<file path="src/rtl/sfr_bank_pkg.sv">
// Package: special register space offsets, reset values and carriers
package sfr_bank_pkg;

    localparam logic [7:0] OFF_PORT0       = 8'h80;
    localparam logic [7:0] OFF_SP          = 8'h81;
    localparam logic [7:0] OFF_PTR0_LOW    = 8'h82;
    localparam logic [7:0] OFF_PTR0_HIGH   = 8'h83;
    localparam logic [7:0] OFF_PTR1_LOW    = 8'h84;
    localparam logic [7:0] OFF_PTR1_HIGH   = 8'h85;
    localparam logic [7:0] OFF_POWER       = 8'h87;
    localparam logic [7:0] OFF_CNT_CTRL    = 8'h88;
    localparam logic [7:0] OFF_CNT_MODE    = 8'h89;
    localparam logic [7:0] OFF_CNT0_LOW    = 8'h8A;
    localparam logic [7:0] OFF_CNT1_LOW    = 8'h8B;
    localparam logic [7:0] OFF_CNT0_HIGH   = 8'h8C;
    localparam logic [7:0] OFF_CNT1_HIGH   = 8'h8D;
    localparam logic [7:0] OFF_STRETCH     = 8'h8E;
    localparam logic [7:0] OFF_PTR_SELECT  = 8'h92;
    localparam logic [7:0] OFF_SER0_CTRL   = 8'h98;
    localparam logic [7:0] OFF_SER0_BUF    = 8'h99;
    localparam logic [7:0] OFF_IRQ_EN2     = 8'h9A;
    localparam logic [7:0] OFF_SER1_CTRL   = 8'h9B;
    localparam logic [7:0] OFF_SER1_BUF    = 8'h9C;
    localparam logic [7:0] OFF_SER1_RELL   = 8'h9D;
    localparam logic [7:0] OFF_IRQ_EN0     = 8'hA8;
    localparam logic [7:0] OFF_IRQ_PRI0    = 8'hA9;
    localparam logic [7:0] OFF_SER0_RELL   = 8'hAA;
    localparam logic [7:0] OFF_IRQ_EN1     = 8'hB8;
    localparam logic [7:0] OFF_IRQ_PRI1    = 8'hB9;
    localparam logic [7:0] OFF_SER0_RELH   = 8'hBA;
    localparam logic [7:0] OFF_SER1_RELH   = 8'hBB;
    localparam logic [7:0] OFF_PAGED_HIGH  = 8'hBF;
    localparam logic [7:0] OFF_IRQ_REQ     = 8'hC0;
    localparam logic [7:0] OFF_EXT_POL     = 8'hC8;
    localparam logic [7:0] OFF_PSW         = 8'hD0;
    localparam logic [7:0] OFF_BAUD_CTRL   = 8'hD8;
    localparam logic [7:0] OFF_ACC         = 8'hE0;
    localparam logic [7:0] OFF_MUL_AUX     = 8'hF0;

    localparam int          NUM_REGS       = 35;
    localparam logic [7:0]  RST_PORT0      = 8'hFF;
    localparam logic [7:0]  RST_SP         = 8'h07;
    localparam logic [7:0]  RST_STRETCH    = 8'h01;
    localparam logic [7:0]  RST_SER0_RELL  = 8'hD9;
    localparam logic [7:0]  RST_RELH       = 8'h03;
    localparam logic [7:0]  RST_ZERO       = 8'h00;
    localparam logic [7:0]  BAUD_CTRL_MASK = 8'h80;

    localparam int PSW_CARRY  = 7;
    localparam int PSW_AUX    = 6;
    localparam int PSW_USER0  = 5;
    localparam int PSW_BANK_H = 4;
    localparam int PSW_BANK_L = 3;
    localparam int PSW_OVF    = 2;
    localparam int PSW_USER1  = 1;
    localparam int PSW_PARITY = 0;

    // Access kinds of the core's direct-address port
    typedef enum logic [1:0] {ACC_NONE, ACC_BYTE, ACC_BIT} access_e;

    // One direct-address request from the core
    typedef struct packed {
        access_e    kind;
        logic       write;
        logic [7:0] addr;
        logic [2:0] bit_sel;
        logic [7:0] wdata;
    } sfr_req_s;

    // Core-side ALU flag update for the status word
    typedef struct packed {
        logic carry_we;
        logic carry;
        logic aux_we;
        logic aux;
        logic ovf_we;
        logic ovf;
    } flag_upd_s;

endpackage

</file>
<file path="src/rtl/special_register_space.sv">
// Special register space: generic core registers, direct-address port
`timescale 1ns/1ps
module special_register_space
(
    input  wire logic                    clock,
    input  wire logic                    rst,
    input  wire sfr_bank_pkg::sfr_req_s  req,
    input  wire logic                    indirect,
    input  wire sfr_bank_pkg::flag_upd_s flag_upd,
    input  wire logic                    stack_push,
    input  wire logic                    acc_we,
    input  wire logic [7:0]              acc_wdata,
    output logic [7:0]                   rdata_ff,
    output logic                         rbit_ff,
    output logic                         hit_ff,
    output logic [4:0]                   bank_base_ff,
    output logic [15:0]                  data_pointer_ff,
    output logic [7:0]                   paged_address_high_ff,
    output logic [7:0]                   stack_pointer_ff,
    output logic [7:0]                   accumulator_ff,
    output logic [7:0]                   program_status_word_ff
);

    localparam int N = sfr_bank_pkg::NUM_REGS;

    typedef logic [7:0] byte_t;

    // Implemented offsets and reset values, same order
    localparam byte_t OFFS [N] = '{
        sfr_bank_pkg::OFF_PORT0,     sfr_bank_pkg::OFF_SP,
        sfr_bank_pkg::OFF_PTR0_LOW,  sfr_bank_pkg::OFF_PTR0_HIGH,
        sfr_bank_pkg::OFF_PTR1_LOW,  sfr_bank_pkg::OFF_PTR1_HIGH,
        sfr_bank_pkg::OFF_POWER,     sfr_bank_pkg::OFF_CNT_CTRL,
        sfr_bank_pkg::OFF_CNT_MODE,  sfr_bank_pkg::OFF_CNT0_LOW,
        sfr_bank_pkg::OFF_CNT1_LOW,  sfr_bank_pkg::OFF_CNT0_HIGH,
        sfr_bank_pkg::OFF_CNT1_HIGH, sfr_bank_pkg::OFF_STRETCH,
        sfr_bank_pkg::OFF_PTR_SELECT, sfr_bank_pkg::OFF_SER0_CTRL,
        sfr_bank_pkg::OFF_SER0_BUF,  sfr_bank_pkg::OFF_IRQ_EN2,
        sfr_bank_pkg::OFF_SER1_CTRL, sfr_bank_pkg::OFF_SER1_BUF,
        sfr_bank_pkg::OFF_SER1_RELL, sfr_bank_pkg::OFF_IRQ_EN0,
        sfr_bank_pkg::OFF_IRQ_PRI0,  sfr_bank_pkg::OFF_SER0_RELL,
        sfr_bank_pkg::OFF_IRQ_EN1,   sfr_bank_pkg::OFF_IRQ_PRI1,
        sfr_bank_pkg::OFF_SER0_RELH, sfr_bank_pkg::OFF_SER1_RELH,
        sfr_bank_pkg::OFF_PAGED_HIGH, sfr_bank_pkg::OFF_IRQ_REQ,
        sfr_bank_pkg::OFF_EXT_POL,   sfr_bank_pkg::OFF_PSW,
        sfr_bank_pkg::OFF_BAUD_CTRL, sfr_bank_pkg::OFF_ACC,
        sfr_bank_pkg::OFF_MUL_AUX
    };

    localparam byte_t RSTS [N] = '{
        sfr_bank_pkg::RST_PORT0,     sfr_bank_pkg::RST_SP,
        sfr_bank_pkg::RST_ZERO,      sfr_bank_pkg::RST_ZERO,
        sfr_bank_pkg::RST_ZERO,      sfr_bank_pkg::RST_ZERO,
        sfr_bank_pkg::RST_ZERO,      sfr_bank_pkg::RST_ZERO,
        sfr_bank_pkg::RST_ZERO,      sfr_bank_pkg::RST_ZERO,
        sfr_bank_pkg::RST_ZERO,      sfr_bank_pkg::RST_ZERO,
        sfr_bank_pkg::RST_ZERO,      sfr_bank_pkg::RST_STRETCH,
        sfr_bank_pkg::RST_ZERO,      sfr_bank_pkg::RST_ZERO,
        sfr_bank_pkg::RST_ZERO,      sfr_bank_pkg::RST_ZERO,
        sfr_bank_pkg::RST_ZERO,      sfr_bank_pkg::RST_ZERO,
        sfr_bank_pkg::RST_ZERO,      sfr_bank_pkg::RST_ZERO,
        sfr_bank_pkg::RST_ZERO,      sfr_bank_pkg::RST_SER0_RELL,
        sfr_bank_pkg::RST_ZERO,      sfr_bank_pkg::RST_ZERO,
        sfr_bank_pkg::RST_RELH,      sfr_bank_pkg::RST_RELH,
        sfr_bank_pkg::RST_ZERO,      sfr_bank_pkg::RST_ZERO,
        sfr_bank_pkg::RST_ZERO,      sfr_bank_pkg::RST_ZERO,
        sfr_bank_pkg::RST_ZERO,      sfr_bank_pkg::RST_ZERO,
        sfr_bank_pkg::RST_ZERO
    };

    // Register indices used by dedicated logic
    localparam int IX_SP   = 1;
    localparam int IX_D0L  = 2;
    localparam int IX_D0H  = 3;
    localparam int IX_D1L  = 4;
    localparam int IX_D1H  = 5;
    localparam int IX_DPS  = 14;
    localparam int IX_PAGE = 28;
    localparam int IX_BAUD = 32;
    localparam int IX_PSW  = 31;
    localparam int IX_ACC  = 33;

    // Byte-wide register store
    byte_t regs_ff [N];

    // Bit-addressable locations sit at multiples of eight
    function automatic logic bit_capable(input logic [7:0] a);
        return a[2:0] == 3'h0;
    endfunction

    function automatic logic odd_parity(input logic [7:0] v);
        return ^v;
    endfunction

    logic       direct_ok;
    logic       byte_wr;
    logic       bit_wr;
    logic [N-1:0] sel;
    logic       any_hit;
    byte_t      cur;

    // Decode; indirect accesses never reach this space
    always_comb
    begin
        direct_ok = (req.kind != sfr_bank_pkg::ACC_NONE) && !indirect && req.addr[7];
        byte_wr   = direct_ok && req.write && (req.kind == sfr_bank_pkg::ACC_BYTE);
        bit_wr    = direct_ok && req.write && (req.kind == sfr_bank_pkg::ACC_BIT)
                    && bit_capable(req.addr);
        any_hit   = 1'b0;
        cur       = 8'h00;
        for (int i = 0; i < N; i++)
        begin
            sel[i] = direct_ok && (req.addr == OFFS[i]);
            if (sel[i])
            begin
                any_hit = 1'b1;
                cur     = regs_ff[i];
            end
        end
    end

    // Next value of each register for a core write
    function automatic byte_t write_value(input byte_t old, input sfr_bank_pkg::sfr_req_s r,
                                          input logic bw);
        byte_t v;
        v = old;
        if (bw)
            v[r.bit_sel] = r.wdata[0];
        else
            v = r.wdata;
        return v;
    endfunction

    // Generic registers; special ones handled below
    always_ff @(posedge clock or posedge rst)
    begin
        if (rst)
        begin
            for (int i = 0; i < N; i++)
                regs_ff[i] <= RSTS[i];
        end
        else
        begin
            for (int i = 0; i < N; i++)
            begin
                if (sel[i] && (byte_wr || bit_wr))
                    regs_ff[i] <= write_value(regs_ff[i], req, bit_wr);
            end
            if (stack_push && !(sel[IX_SP] && (byte_wr || bit_wr)))
                regs_ff[IX_SP] <= regs_ff[IX_SP] + 8'h01;
            if (acc_we && !(sel[IX_ACC] && (byte_wr || bit_wr)))
                regs_ff[IX_ACC] <= acc_wdata;
            if (!(sel[IX_PSW] && (byte_wr || bit_wr)))
            begin
                if (flag_upd.carry_we)
                    regs_ff[IX_PSW][sfr_bank_pkg::PSW_CARRY] <= flag_upd.carry;
                if (flag_upd.aux_we)
                    regs_ff[IX_PSW][sfr_bank_pkg::PSW_AUX] <= flag_upd.aux;
                if (flag_upd.ovf_we)
                    regs_ff[IX_PSW][sfr_bank_pkg::PSW_OVF] <= flag_upd.ovf;
            end
        end
    end

    logic  parity_now;
    byte_t psw_view;
    byte_t read_view;

    // Parity follows the accumulator, never stored
    always_comb
    begin
        parity_now = odd_parity(regs_ff[IX_ACC]);
        psw_view   = regs_ff[IX_PSW];
        psw_view[sfr_bank_pkg::PSW_PARITY] = parity_now;
        read_view  = cur;
        if (sel[IX_PSW])
            read_view = psw_view;
        if (sel[IX_BAUD])
            read_view = cur & sfr_bank_pkg::BAUD_CTRL_MASK;
    end

    // Read port; unmapped reads give zero
    always_ff @(posedge clock or posedge rst)
    begin
        if (rst)
        begin
            rdata_ff <= 8'h00;
            rbit_ff  <= 1'b0;
            hit_ff   <= 1'b0;
        end
        else
        begin
            rdata_ff <= any_hit ? read_view : 8'h00;
            rbit_ff  <= (any_hit && bit_capable(req.addr)) ? read_view[req.bit_sel] : 1'b0;
            hit_ff   <= any_hit;
        end
    end

    // Derived views for the core
    always_ff @(posedge clock or posedge rst)
    begin
        if (rst)
        begin
            bank_base_ff           <= 5'h00;
            data_pointer_ff        <= 16'h0000;
            paged_address_high_ff  <= 8'h00;
            stack_pointer_ff       <= sfr_bank_pkg::RST_SP;
            accumulator_ff         <= 8'h00;
            program_status_word_ff <= 8'h00;
        end
        else
        begin
            bank_base_ff <= {regs_ff[IX_PSW][sfr_bank_pkg::PSW_BANK_H],
                             regs_ff[IX_PSW][sfr_bank_pkg::PSW_BANK_L], 3'h0};
            data_pointer_ff <= regs_ff[IX_DPS][0]
                ? {regs_ff[IX_D1H], regs_ff[IX_D1L]}
                : {regs_ff[IX_D0H], regs_ff[IX_D0L]};
            paged_address_high_ff  <= regs_ff[IX_PAGE];
            stack_pointer_ff       <= regs_ff[IX_SP];
            accumulator_ff         <= regs_ff[IX_ACC];
            program_status_word_ff <= psw_view;
        end
    end

    AST_PARITY: assert property (@(posedge clock) disable iff (rst)
        program_status_word_ff[0] == ^$past(regs_ff[IX_ACC]))
        else $error("parity flag wrong");

    AST_BANK: assert property (@(posedge clock) disable iff (rst)
        bank_base_ff == {$past(regs_ff[IX_PSW][4:3]), 3'h0})
        else $error("bank base wrong");

    AST_UNMAPPED: assert property (@(posedge clock) disable iff (rst)
        (direct_ok && !any_hit) |=> (rdata_ff == 8'h00 && !hit_ff))
        else $error("unmapped read not zero");

    AST_INDIRECT: assert property (@(posedge clock) disable iff (rst)
        indirect |=> !hit_ff)
        else $error("indirect access reached register space");

    AST_BITWRITE: assert property (@(posedge clock) disable iff (rst)
        (bit_wr && sel[IX_ACC] && !acc_we) |=>
        ((regs_ff[IX_ACC] ^ $past(regs_ff[IX_ACC])) & ~(8'h01 << $past(req.bit_sel))) == 8'h00)
        else $error("bit write touched other bits");

    AST_BYTEONLY: assert property (@(posedge clock) disable iff (rst)
        (direct_ok && req.write && req.kind == sfr_bank_pkg::ACC_BIT && sel[IX_DPS]) |=>
        $stable(regs_ff[IX_DPS]))
        else $error("bit write to byte-only location");

    AST_PUSH: assert property (@(posedge clock) disable iff (rst)
        (stack_push && !sel[IX_SP]) |=> regs_ff[IX_SP] == $past(regs_ff[IX_SP]) + 8'h01)
        else $error("stack pointer not incremented");

    AST_POINTER: assert property (@(posedge clock) disable iff (rst)
        (byte_wr && sel[IX_DPS]) |=> ($stable(regs_ff[IX_D0L]) && $stable(regs_ff[IX_D1L])
        ##1 data_pointer_ff[7:0] == (regs_ff[IX_DPS][0] ? regs_ff[IX_D1L] : regs_ff[IX_D0L])))
        else $error("pointer select misbehaves");

    AST_BAUD: assert property (@(posedge clock) disable iff (rst)
        sel[IX_BAUD] |=> rdata_ff[6:0] == 7'h00)
        else $error("baud control unused bits read nonzero");

    AST_HIT: assert property (@(posedge clock) disable iff (rst)
        any_hit |=> hit_ff)
        else $error("hit flag missing for implemented register");

    AST_READBACK: assert property (@(posedge clock) disable iff (rst)
        (any_hit && !sel[IX_PSW] && !sel[IX_BAUD]) |=> rdata_ff == $past(cur))
        else $error("read data differs from register");

    AST_PSW_READ: assert property (@(posedge clock) disable iff (rst)
        sel[IX_PSW] |=> rdata_ff == $past(psw_view))
        else $error("status word read wrong");

    AST_IDLE: assert property (@(posedge clock) disable iff (rst)
        (req.kind == sfr_bank_pkg::ACC_NONE) |=> (rdata_ff == 8'h00 && !hit_ff && !rbit_ff))
        else $error("read port not quiet when idle");

    AST_BYTE_LOAD: assert property (@(posedge clock) disable iff (rst)
        (byte_wr && sel[IX_ACC]) |=> regs_ff[IX_ACC] == $past(req.wdata))
        else $error("byte write not stored");

    AST_ACC_LOAD: assert property (@(posedge clock) disable iff (rst)
        (acc_we && !(sel[IX_ACC] && (byte_wr || bit_wr))) |=>
        regs_ff[IX_ACC] == $past(acc_wdata))
        else $error("accumulator load lost");

    AST_ACC_VIEW: assert property (@(posedge clock) disable iff (rst)
        accumulator_ff == $past(regs_ff[IX_ACC]))
        else $error("accumulator copy wrong");

    AST_SP_VIEW: assert property (@(posedge clock) disable iff (rst)
        stack_pointer_ff == $past(regs_ff[IX_SP]))
        else $error("stack pointer copy wrong");

    AST_PAGED: assert property (@(posedge clock) disable iff (rst)
        paged_address_high_ff == $past(regs_ff[IX_PAGE]))
        else $error("paged address copy wrong");

    AST_CARRY: assert property (@(posedge clock) disable iff (rst)
        (flag_upd.carry_we && !(sel[IX_PSW] && (byte_wr || bit_wr))) |=>
        regs_ff[IX_PSW][sfr_bank_pkg::PSW_CARRY] == $past(flag_upd.carry))
        else $error("carry flag update lost");

    AST_AUX: assert property (@(posedge clock) disable iff (rst)
        (flag_upd.aux_we && !(sel[IX_PSW] && (byte_wr || bit_wr))) |=>
        regs_ff[IX_PSW][sfr_bank_pkg::PSW_AUX] == $past(flag_upd.aux))
        else $error("aux carry flag update lost");

    AST_OVF: assert property (@(posedge clock) disable iff (rst)
        (flag_upd.ovf_we && !(sel[IX_PSW] && (byte_wr || bit_wr))) |=>
        regs_ff[IX_PSW][sfr_bank_pkg::PSW_OVF] == $past(flag_upd.ovf))
        else $error("overflow flag update lost");

    AST_BITREAD: assert property (@(posedge clock) disable iff (rst)
        (direct_ok && !bit_capable(req.addr)) |=> !rbit_ff)
        else $error("bit read of byte-only location nonzero");

    AST_INDIRECT_HOLD: assert property (@(posedge clock) disable iff (rst)
        (indirect && !acc_we) |=> $stable(regs_ff[IX_ACC]))
        else $error("indirect access changed a register");

endmodule

</file>
<file path="config.mk">
export PLATFORM = sky130hd
export DESIGN_NAME = special_register_space
export DESIGN_NICKNAME = d
export VERILOG_FILES = /design/src/rtl/sfr_bank_pkg.sv /design/src/rtl/special_register_space.sv
export SDC_FILE = /design/constraint.sdc
export NUM_CORES = 1
export LEC_CHECK = 0
export ABC_AREA = 0
export BUFFER_PORTS_ARGS = -buffer_cell sky130_fd_sc_hd__buf_2
export CAP_MARGIN = 30
export CORE_ASPECT_RATIO = 0.6
export CORE_UTILIZATION = 25
export DETAILED_ROUTE_END_ITERATION = 7
export HOLD_SLACK_MARGIN = 0.06
export PLACE_DENSITY = 0.46
export SETUP_SLACK_MARGIN = 0.4
export SLEW_MARGIN = 20
export SYNTH_ARGS = -nofsm -noshare
export SYNTH_HDL_FRONTEND = slang
export SYNTH_SLANG_ARGS = --single-unit
</file>
<file path="constraint.sdc">
create_clock -name clock -period 10.9 [get_ports clock]
set_input_delay 1.635 -clock clock [delete_from_list [all_inputs] [get_ports clock]]
set_output_delay 1.635 -clock clock [all_outputs]
set_load 0.01 [all_outputs]
</file>
==> flow_metrics.env <==
export IMPL_cts_tree="built"
export IMPL_period_needed_ns=5.35
export IMPL_ctsRootBufferMaster="clkbuf_16"
export IMPL_fin_ws_ns=5.55
export IMPL_port_buffers=100
export IMPL_worst_pin_slew_ns=1.04
export IMPL_grt_pass1_vias=14200
export IMPL_max_freq_mhz=187
export IMPL_power_internal_mw=2.11
export IMPL_path_cells="buf_2, buf_4, nor2b_1, buf_4, nand3_1, nor2_1, a221o_1, a311oi_1, nand3_1, o21ai_0, nand3_1, nor4bb_1"
export IMPL_die_y_um=201
export IMPL_vias=15100
export IMPL_register_area_mm2=0.00834
export IMPL_critPathLaunchType="input port"
export IMPL_maxCapViolCount=0
export IMPL_clkSlewWorstSetupHoldPaths_ns=0.08
export IMPL_rsz0062_at_grt="no"
export IMPL_post_dp_cell_area_mm2=0.0181
export IMPL_drive_above_1_share=0.188
export IMPL_arrival_ns=5.81
export IMPL_cts_buffers=34
export IMPL_gp_congestion=0.968
export IMPL_postCtsSetupBuffers=0
export IMPL_worstPathBufferInverterCount=3
export IMPL_layout_nets=1867
export IMPL_synth_main_ff_cell="dfrtp_1"
export IMPL_yosys_warnings=0
export IMPL_pwr_share_clk=0.451
export IMPL_grt_max_degree=141
export IMPL_reg2reg_slack_ns=7.75
export IMPL_cts_buffer_depth=3
export IMPL_grt_ovfl_total=0
export IMPL_setup_viol=0
export IMPL_crit_path_start="req[12]"
export IMPL_whs_ns=0.423
export IMPL_slew_violations=0
export IMPL_vias_per_cell=5.52
export IMPL_p_leak_nw=8.32
export IMPL_grt_total_usage=0.220
export IMPL_ff2ff_path_depth=8
export IMPL_wl_per_cell_um=27.5
export IMPL_fin_setup_tns_ns=0
export IMPL_p_sw_uw=765
export IMPL_synth_common_cells="308 x dfrtp_1, 231 x nor2_1, 212 x a21oi_1, 183 x nand2_1, 123 x o21ai_0"
export IMPL_place_ws_ns=5.02
export IMPL_yosys_register_bits=332
export IMPL_path_class="input port to flop"
export IMPL_area_delta_synth_final_pct=16.8
export IMPL_post_synth_top_area_cell="dfrtp_1"
export IMPL_dp_hpwl_um=53500
export IMPL_synth_distinct_cells=85
export IMPL_cts_resized=0
export IMPL_cts_hold_buffers_added=0
export IMPL_finalClockSkew_ns=0.0343
export IMPL_routed_wl_um=75200
export IMPL_ant_nets=0
export IMPL_cpMostUsedCell="nand3_1"
export IMPL_netlist_area_mm2=0.0166
export IMPL_status="completed"
export IMPL_rows=72
export IMPL_r2r_end="rbit_ff"
export IMPL_clk_latency_ns=0.57
export IMPL_synth_edf_count=0
export IMPL_hp_class="flop to flop"
export IMPL_initial_utilization=0.255
export IMPL_synth_area_leaders="dfrtp_1 47%, a21oi_1 6.4%, nor2_1 5.2%"
export IMPL_synth_seq_area_share=0.503
export IMPL_syn_inst=1774
export IMPL_postLayoutCellArea_mm2=0.0193
export IMPL_cp_slowest_stage_delay_ns=0.74
export IMPL_synth_top_area_frac=0.465
export IMPL_cp_slowest_cell="o21ai_0"
export IMPL_antenna_found_initial=7
export IMPL_seq_power_share=0.457
export IMPL_finalCritPeriodShare=0.491
export IMPL_cp_top_family="simple AND/OR/NAND/NOR gates"
export IMPL_cp_depth=12
export IMPL_crit_path_end="rbit_ff"
export IMPL_critPathMaxFanout=55
export IMPL_r2r_start="regs_ff[276]"
export IMPL_combPwrFrac=0.091
export IMPL_synth_most_common_cell="dfrtp_1"
export IMPL_nFillCells=6900
export IMPL_cts_num_sinks=332
export IMPL_h_tree_depth=2
export IMPL_switching_share=0.266
export IMPL_dp_cells=2667
export IMPL_first_iter_violations=2055
export IMPL_relSlewSlack=0.301
export IMPL_power_density_mw_per_mm2=149
export IMPL_io_pins=104
export IMPL_drc=0
export IMPL_drt_pass1_iter_count=6
export IMPL_dieArea_mm2=0.0673
export IMPL_required_ns=11.36
export IMPL_multi_input_area_mm2=0.00762
export IMPL_endpoint_kind="flop"
export IMPL_avgSynthCellArea_um2=9.34
export IMPL_grt_first_pass_wirelength_um=108000
export IMPL_core_area_mm2=0.0650
export IMPL_synth_async_sr_flop_share=1.00
export IMPL_fin_cells=2739
export IMPL_hold_viol=0
export IMPL_max_vdd_ir_drop_uv=84.9
export IMPL_die_x_um=334
## routing by layer
layer  routed length (um)  up-vias  global-route usage
li1                     -     6526                   -
met1                37600     7640               0.356
met2                28100      836               0.280
met3                 8220      103              0.0643
met4                 1290        2              0.0396
met5                   13        -                   0
## placed cells by master (no fill, tap or decap), types with 22 or more instances in the layout
cell,netlist,final
a21oi_1,212,206
nand2_1,183,183
buf_4,10,54
mux2_2,58,58
dfrtp_1,308,308
a31oi_1,39,39
clkbuf_16,0,35
o21ai_0,123,119
nor2_1,231,230
dfstp_2,24,24
nand2b_1,22,22
nand3_1,34,34
buf_2,41,101
nor3_1,39,39
## worst min path at each step
stage | start | endpoint | depth (start not counted)
after global routing | psw_view[6] | program_status_word_ff[6] | 0
after CTS | psw_view[5] | program_status_word_ff[5] | 0
after floorplan | regs_ff[55] | paged_address_high_ff[7] | 0
final | psw_view[5] | program_status_word_ff[5] | 0
after detailed placement | psw_view[6] | program_status_word_ff[6] | 0
after global placement | psw_view[5] | program_status_word_ff[5] | 0
## per-stage QoR
stage	total power, mW	util
3_5_place_dp	1.60	0.278
2_1_floorplan	1.47	-
4_1_cts	2.90	0.297
6_report	2.87	0.298
5_1_grt	2.97	0.298
3_3_place_gp	1.59	0.277
## final cells by class
cell class | count | share of cell area
antenna | 1 | 0.000129
clock buffer | 48 | 0.0514
clock inverter | 13 | 0.0105
inverter | 12 | 0.00252
multi-input combinational | 1283 | 0.394
sequential | 332 | 0.431
tap | 888 | 0.0574
timing repair buffer | 162 | 0.0531
## cells by family after synthesis
group,synth area share
AND/OR/NAND/NOR,0.182
AO/OA/AOI/OAI,0.209
flip-flops,0.503
buffers and inverters,0.0427
multiplexers,0.0548
XOR/XNOR,0.00793
adder cells (fa/ha/maj),0.000755
other,0.000226
## power by group through the flow
stage	registers, mW	clock network (mW)	logic, mW
6_report	1.31	1.30	0.262
4_1_cts	1.31	1.32	0.259
3_5_place_dp	1.34	0	0.259
2_1_floorplan	1.33	0	0.141
5_1_grt	1.32	1.37	0.279
3_3_place_gp	1.34	0	0.255
## state kept, by name (all words and copies together), names as in the netlist
name	flops
rbit_ff	1
accumulator_ff	8
hit_ff	1
regs_ff	267
stack_pointer_ff	8
rdata_ff	8
psw_view	7
data_pointer_ff	16
program_status_word_ff	8
paged_address_high_ff	8
## worst reg2reg max path: stages, from the launching register on
cell,delay [ns]
dfstp_2,0.55
mux4_2,0.29
a21oi_1,0.08
a2111oi_0,0.88
o221ai_1,0.30
a31o_2,0.31
a21oi_1,0.25
o21ai_1,0.13
nor4bb_1,0.29
Note: power is estimated with default switching activity, not from simulation.
